File: src/qdie_pkg.sv
`default_nettype none
package qdie_pkg;
    localparam int ADDR_W = 12;
    localparam int DATA_W = 32;
    localparam int EVT_N = 5;
    localparam int PERIOD_W = 8;
    localparam logic [ADDR_W-1:0] OFF_ENABLE_SET = 12'h304;
    localparam logic [ADDR_W-1:0] OFF_ENABLE_CLR = 12'h308;
    localparam logic [ADDR_W-1:0] OFF_EVT_STATUS = 12'h30C;
    localparam logic [ADDR_W-1:0] OFF_REPORT_PERIOD = 12'h510;
    localparam int EVT_SAMPLE = 0;
    localparam int EVT_REPORT = 1;
    localparam int EVT_OVERFLOW = 2;
    localparam int EVT_DOUBLE = 3;
    localparam int EVT_STOPPED = 4;
    localparam logic [EVT_N-1:0] ENABLE_RST = 5'h00;
    localparam logic [EVT_N-1:0] STATUS_RST = 5'h00;
    localparam logic [PERIOD_W-1:0] PERIOD_RST = 8'h01;
    localparam logic [DATA_W-1:0] READ_ZERO = 32'h0000_0000;
endpackage
`default_nettype wire

File: src/qdie_top.sv
// The APB interface to the registers was chosen for this implementation.
`default_nettype none
module qdie_top
    import qdie_pkg::*;
#(
    parameter int MOTION_W = 16,
    parameter int DBL_W = 4
)
(
    input wire logic clock,
    input wire logic rst_n,
    input wire logic psel,
    input wire logic penable,
    input wire logic pwrite,
    input wire logic [ADDR_W-1:0] paddr,
    input wire logic [DATA_W-1:0] pwdata,
    output logic [DATA_W-1:0] prdata,
    output logic pready,
    output logic pslverr,
    input wire logic sample_ready_evt,
    input wire logic count_overflow_evt,
    input wire logic stopped_evt,
    input wire logic [MOTION_W-1:0] motion_total,
    input wire logic [DBL_W-1:0] double_transition_total,
    output logic report_ready_evt,
    output logic double_ready_evt,
    output logic irq
);
    logic [EVT_N-1:0] enable_reg;
    logic [EVT_N-1:0] enable_next;
    logic [PERIOD_W-1:0] report_period_reg;
    logic [DATA_W-1:0] prdata_reg;
    logic pready_reg;
    logic pslverr_reg;
    logic irq_reg;
    logic irq_cond;
    logic access;
    logic wr_fire;
    logic rd_load;
    logic hit_set;
    logic hit_clr;
    logic hit_status;
    logic hit_period;
    logic mapped;
    logic [EVT_N-1:0] wr_bits;
    logic [EVT_N-1:0] evt_pulse;
    logic [EVT_N-1:0] flags;
    logic gen_report;
    logic gen_double;

    if (MOTION_W < 1 || DBL_W < 1)
    begin : g_bad_w
        $error("qdie_top accumulator widths must be at least one.");
    end

    function automatic logic [DATA_W-1:0] widen(input logic [EVT_N-1:0] v);
        widen = {{(DATA_W-EVT_N){1'b0}}, v};
    endfunction

    assign hit_set = paddr == OFF_ENABLE_SET;
    assign hit_clr = paddr == OFF_ENABLE_CLR;
    assign hit_status = paddr == OFF_EVT_STATUS;
    assign hit_period = paddr == OFF_REPORT_PERIOD;
    assign mapped = hit_set || hit_clr || hit_status || hit_period;
    assign wr_bits = pwdata[EVT_N-1:0];

    // The slave adds one wait state so that read data always leave a flip-flop.
    assign access = psel && penable;
    assign rd_load = access && !pready_reg;
    assign wr_fire = access && pready_reg && pwrite && mapped;

    always_ff @(posedge clock)
    begin
        if (!rst_n)
        begin
            pready_reg <= 1'b0;
        end
        else
        begin
            pready_reg <= rd_load;
        end
    end

    always_ff @(posedge clock)
    begin
        if (!rst_n)
        begin
            pslverr_reg <= 1'b0;
        end
        else
        begin
            pslverr_reg <= rd_load && !mapped;
        end
    end

    always_ff @(posedge clock)
    begin
        if (!rst_n)
        begin
            prdata_reg <= READ_ZERO;
        end
        else if (rd_load && !pwrite)
        begin
            if (hit_set || hit_clr)
            begin
                prdata_reg <= widen(enable_reg);
            end
            else if (hit_status)
            begin
                prdata_reg <= widen(flags);
            end
            else if (hit_period)
            begin
                prdata_reg <= {{(DATA_W-PERIOD_W){1'b0}}, report_period_reg};
            end
            else
            begin
                prdata_reg <= READ_ZERO;
            end
        end
    end

    always_comb
    begin
        enable_next = enable_reg;
        if (wr_fire && hit_set)
        begin
            enable_next = enable_reg | wr_bits;
        end
        else if (wr_fire && hit_clr)
        begin
            enable_next = enable_reg & ~wr_bits;
        end
    end

    always_ff @(posedge clock)
    begin
        if (!rst_n)
        begin
            enable_reg <= ENABLE_RST;
        end
        else
        begin
            enable_reg <= enable_next;
        end
    end

    always_ff @(posedge clock)
    begin
        if (!rst_n)
        begin
            report_period_reg <= PERIOD_RST;
        end
        else if (wr_fire && hit_period)
        begin
            report_period_reg <= pwdata[PERIOD_W-1:0];
        end
    end

    qdie_report_gen #(
        .PW(PERIOD_W),
        .MOTION_W(MOTION_W),
        .DBL_W(DBL_W)
    ) u_report_gen (
        .clock(clock),
        .rst_n(rst_n),
        .sample_ready_evt(sample_ready_evt),
        .report_period(report_period_reg),
        .motion_total(motion_total),
        .double_transition_total(double_transition_total),
        .report_ready_evt(gen_report),
        .double_ready_evt(gen_double)
    );

    always_comb
    begin
        evt_pulse = '0;
        evt_pulse[EVT_SAMPLE] = sample_ready_evt;
        evt_pulse[EVT_REPORT] = gen_report;
        evt_pulse[EVT_OVERFLOW] = count_overflow_evt;
        evt_pulse[EVT_DOUBLE] = gen_double;
        evt_pulse[EVT_STOPPED] = stopped_evt;
    end

    // Flags record every event even when disabled, so enabling later raises a pending request.
    qdie_event_flags #(
        .N(EVT_N)
    ) u_flags (
        .clock(clock),
        .rst_n(rst_n),
        .set_pulse(evt_pulse),
        .clr_valid(wr_fire && hit_status),
        .clr_mask(wr_bits),
        .flags(flags)
    );

    assign irq_cond = |(flags & enable_reg);

    always_ff @(posedge clock)
    begin
        if (!rst_n)
        begin
            irq_reg <= 1'b0;
        end
        else
        begin
            irq_reg <= irq_cond;
        end
    end

    assign prdata = prdata_reg;
    assign pready = pready_reg;
    assign pslverr = pslverr_reg;
    assign irq = irq_reg;
    assign report_ready_evt = gen_report;
    assign double_ready_evt = gen_double;

    logic wr_set;
    logic wr_clr;
    logic rd_enable;
    logic rd_status;
    logic wr_stray;
    assign wr_set = wr_fire && hit_set;
    assign wr_clr = wr_fire && hit_clr;
    assign rd_enable = rd_load && !pwrite && (hit_set || hit_clr);
    assign rd_status = rd_load && !pwrite && hit_status;
    assign wr_stray = access && pready_reg && pwrite && !mapped;
endmodule
`default_nettype wire

File: src/qdie_event_flags.sv
`default_nettype none
module qdie_event_flags
    import qdie_pkg::*;
#(
    parameter int N = EVT_N
)
(
    input wire logic clock,
    input wire logic rst_n,
    input wire logic [N-1:0] set_pulse,
    input wire logic clr_valid,
    input wire logic [N-1:0] clr_mask,
    output logic [N-1:0] flags
);
    logic [N-1:0] flags_reg;
    logic [N-1:0] flags_next;

    if (N < 1)
    begin : g_bad_n
        $error("qdie_event_flags needs at least one flag.");
    end

    // A clear that meets a new event in the same cycle must not lose it.
    always_comb
    begin
        flags_next = flags_reg;
        if (clr_valid)
        begin
            flags_next = flags_next & ~clr_mask;
        end
        flags_next = flags_next | set_pulse;
    end

    always_ff @(posedge clock)
    begin
        if (!rst_n)
        begin
            flags_reg <= '0;
        end
        else
        begin
            flags_reg <= flags_next;
        end
    end

    assign flags = flags_reg;
endmodule
`default_nettype wire

File: src/qdie_report_gen.sv
`default_nettype none
module qdie_report_gen
    import qdie_pkg::*;
#(
    parameter int PW = PERIOD_W,
    parameter int MOTION_W = 16,
    parameter int DBL_W = 4
)
(
    input wire logic clock,
    input wire logic rst_n,
    input wire logic sample_ready_evt,
    input wire logic [PW-1:0] report_period,
    input wire logic [MOTION_W-1:0] motion_total,
    input wire logic [DBL_W-1:0] double_transition_total,
    output logic report_ready_evt,
    output logic double_ready_evt
);
    logic [PW-1:0] count_reg;
    logic report_reg;
    logic double_reg;
    logic period_done;

    if (PW < 1 || MOTION_W < 1 || DBL_W < 1)
    begin : g_bad_w
        $error("qdie_report_gen widths must be at least one.");
    end

    // A period of zero behaves as one sample, so the count never runs away.
    function automatic logic reached(input logic [PW-1:0] cnt, input logic [PW-1:0] per);
        reached = ({1'b0, cnt} + {{PW{1'b0}}, 1'b1}) >= {1'b0, per};
    endfunction

    assign period_done = sample_ready_evt && reached(count_reg, report_period);

    always_ff @(posedge clock)
    begin
        if (!rst_n)
        begin
            count_reg <= '0;
        end
        else if (period_done)
        begin
            count_reg <= '0;
        end
        else if (sample_ready_evt)
        begin
            count_reg <= count_reg + {{(PW-1){1'b0}}, 1'b1};
        end
    end

    always_ff @(posedge clock)
    begin
        if (!rst_n)
        begin
            report_reg <= 1'b0;
            double_reg <= 1'b0;
        end
        else
        begin
            report_reg <= period_done && (motion_total != '0);
            double_reg <= period_done && (double_transition_total != '0);
        end
    end

    assign report_ready_evt = report_reg;
    assign double_ready_evt = double_reg;

    logic motion_any;
    logic double_any;
    assign motion_any = motion_total != '0;
    assign double_any = double_transition_total != '0;
endmodule
`default_nettype wire

File: config.mk
export PLATFORM = sky130hd
export DESIGN_NAME = qdie_top
export DESIGN_NICKNAME = d
export VERILOG_FILES = /design/src/qdie_pkg.sv /design/src/qdie_top.sv /design/src/qdie_event_flags.sv /design/src/qdie_report_gen.sv
export SDC_FILE = /design/constraint.sdc
export NUM_CORES = 1
export LEC_CHECK = 0
export ABC_AREA = 0
export BUFFER_PORTS_ARGS = -buffer_cell sky130_fd_sc_hd__buf_2
export CAP_MARGIN = 20
export CORE_UTILIZATION = 40
export CTS_CLUSTER_SIZE = 20
export DETAILED_ROUTE_END_ITERATION = 16
export PLACE_DENSITY = 0.7
export SYNTH_ARGS = -nofsm -noshare
export SYNTH_HDL_FRONTEND = slang
export SYNTH_HIERARCHICAL = 1
export SYNTH_SLANG_ARGS = --single-unit
File: constraint.sdc
create_clock -name clock -period 3.2 [get_ports clock]
set_input_delay 0.32 -clock clock [delete_from_list [all_inputs] [get_ports clock]]
set_output_delay 0.32 -clock clock [all_outputs]
set_load 0.05 [all_outputs]
==> results.txt <==
area of placed instances: 0.00261 mm²
cell row count: 27
max-cap violations: 0
CTS tree: built
worst slew pin tran: 0.706 ns
internal power: 0.000844 W
Die X: 79.1 µm
Seq pwr share: 0.438
Routed wire per std cell: 12.4 µm
1st-iter DRT viols: 87
Yosys top cell by area: dfxtp_1
remaining global-route overflow: 0
Initial Utilization: 0.424
top cells by area, synth: dfxtp_1 (33%), buf_4 (7.9%), nand2_1 (5.4%)
crit-path max cell delay: 0.43 ns
switching part of the total power: 0.257
Synth top area share: 0.328
commonest non-fill, non-tap cell in the layout: buf_2
Net Sw Power: 0.000292 W
Total Routed Length: 5080 µm
DIE AREA: 0.00626 mm²
most frequent cells in the layout: buf_2 (60), dfxtp_1 (39), nand2_1 (34), conb_1 (24), inv_1 (15)
Max-slew headroom: 0.523
Comb power frac: 0.138
Yosys reg bits: 39
antenna violations before repair: 0
GP Congestion: 0.809
htree depth: 2
met3 global-route usage: 0.0322
I/O Pins: 109
Post-CTS Setup Bufs: 0
Worst setup SP type: flop
DRT Pass-1 Iters: 4
HP Class: input pin to flop
antenna cell count: 0
residual DRC count: 0
Power Total: 0.00114 W
Reg clk slew, reported paths: 0.08 ns
height of the chip: 79.1 µm
post-synthesis cell count: 278
Power Density: 415 mW/mm²
clock power share: 0.424
global-route wire length before repair: 8590 µm
CP cell instances: ha_1 > and3_1 > nand3_1 > xnor2_1 > ha_1 > o21a_1 > o21ai_0 > o21ai_2 > nor3_1 > o31a_1
Most used DFF post-synth: dfxtp_1
clk sinks: 39
Final setup viols: 0
# port buffers: 60
busiest grt layer: met2
final period demand of the worst path: 2.73 ns
Core Util, Final: 0.488
fmax: 366 MHz
EDFF count, synth: 0
cell family with most CP delay: compound AO/OA/AOI/OAI gates
M2 GR Usage: 0.284
CP max-delay cell: o21ai_2
Seq/Total Area, Yosys: 0.328
Leak Pwr: 1.14 nW
Hold WS: 0.274 ns
period utilization: 0.854
Syn Area/Cell: 8.55 µm²
clock root buffer: clkbuf_8
post-route cell area: 0.00274 mm²
vias in the first global route: 1926
synthesized area: 0.00238 mm²
RSZ-0062 raised after global routing: no
CTS buffer count: 5
Synth async-reset ratio: 0
layout net count: 416
worst skew pair latency: 0.28 ns
antenna-violating nets left: 0
status: finished clean
Critical Path AT: 2.90 ns
VDD IR-drop max: 321 µV
worst setup path class: flop to flop
setup tns final: 0 ns
buffers and inverters on the worst path: 0
Yosys cell types: 53
Yosys warning total: 6
area grow syn2layout: 15.2%
post_cts resized: 0
Worst Path Max Fanout: 11
Core Area: 0.00561 mm²
CP dominant cell by count: ha_1
Worst Setup End Kind: flop
via count: 2080
hold_buf cts: 0
Clock Skew: 0.00760 ns
CP Data Required Time: 3.37 ns
GR Util All Layers: 0.174
global routing usage on met1: 0.231
vias per cell: 5.10
layout cell share with drive strength beyond 1: 0.229
final slew viol count: 0
Clock Path Buffers: 2
pin count of the biggest net entering global routing: 43
detailed placement HPWL: 3960 µm
final hold violations: 0
==> kinds of logic after synthesis <==
kind of cell,count (synthesis),share of synthesized area
compound gates,63,0.183
xor+xnor,7,0.0258
fa+ha+maj,9,0.0474
buf+inv,50,0.134
flops,39,0.328
mux,8,0.0337
other cells,1,0.00158
simple gates,101,0.246
==> cell type report <==
type / count / area (µm²)
sequential: 39 / 781
clock buffer: 6 / 72.6
timing repair buffer: 62 / 315
clock inverter: 2 / 60.1
fill: 573 / 2870
multi-input combinational: 212 / 1360
inverter: 15 / 56.3
tap: 72 / 90.1
==> Yosys cell counts, drive strengths merged (3+ instances only) <==
cell     number
nor2b         7
xnor2         3
inv          15
nand3b        3
nand3         4
mux2i         8
a21oi         7
nor3          4
and2          3
xor2          4
ha            9
nor4          7
buf          32
o21a          5
nand2        34
dfxtp        39
a31oi         7
nor3b         6
a311oi        5
o31ai         5
and3          3
o21ai        18
nand4         6
a21boi        5
nor2         12
a2bb2oi       5
==> power by group through the flow <==
stage | registers [W] | clock network, W | logic [W]
after detailed placement | 0.000509 | 0 | 0.000156
after global routing | 0.000499 | 0.000513 | 0.000169
after CTS | 0.000498 | 0.000496 | 0.000156
after floorplan | 0.000516 | 0 | 0.000128
final | 0.000498 | 0.000481 | 0.000157
after global placement | 0.000509 | 0 | 0.000154
==> worst paths after layout <==
kind	startpoint	slack, ns	cells past startpoint	to
worst max-delay path	u_report_gen/count_reg[0]	0.47	10	u_report_gen/count_reg[2]
worst min-delay path	pwdata[7]	0.27	3	report_period_reg[7]
worst max register to register	u_report_gen/count_reg[0]	0.47	10	u_report_gen/count_reg[2]
worst min register to register	prdata[6]	0.46	2	prdata[6]
==> worst register-to-register path: stages (launching register included) <==
cell	delay [ns]
dfxtp_1	0.41
ha_1	0.25
and3_1	0.35
nand3_1	0.13
xnor2_1	0.16
ha_1	0.30
o21a_1	0.11
o21ai_0	0.10
o21ai_2	0.44
nor3_1	0.11
o31a_1	0.28
==> metal layers <==
metal | up-vias | wire length (µm)
li1 | 1066 | -
met1 | 942 | 2410
met2 | 68 | 2350
met3 | 4 | 277
met4 | 0 | 42
met5 | - | 0
==> per-stage QoR <==
| step | std cells | setup slack (ns) |
|---|---|---|
| floorplan | 301 | 0.883 |
| global placement | 400 | 0.546 |
| detailed placement | 400 | 0.470 |
| CTS | 408 | 0.457 |
| global route | 408 | 0.241 |
| finish | 408 | 0.468 |
No activity file was read; power rests on OpenSTA's default activity.
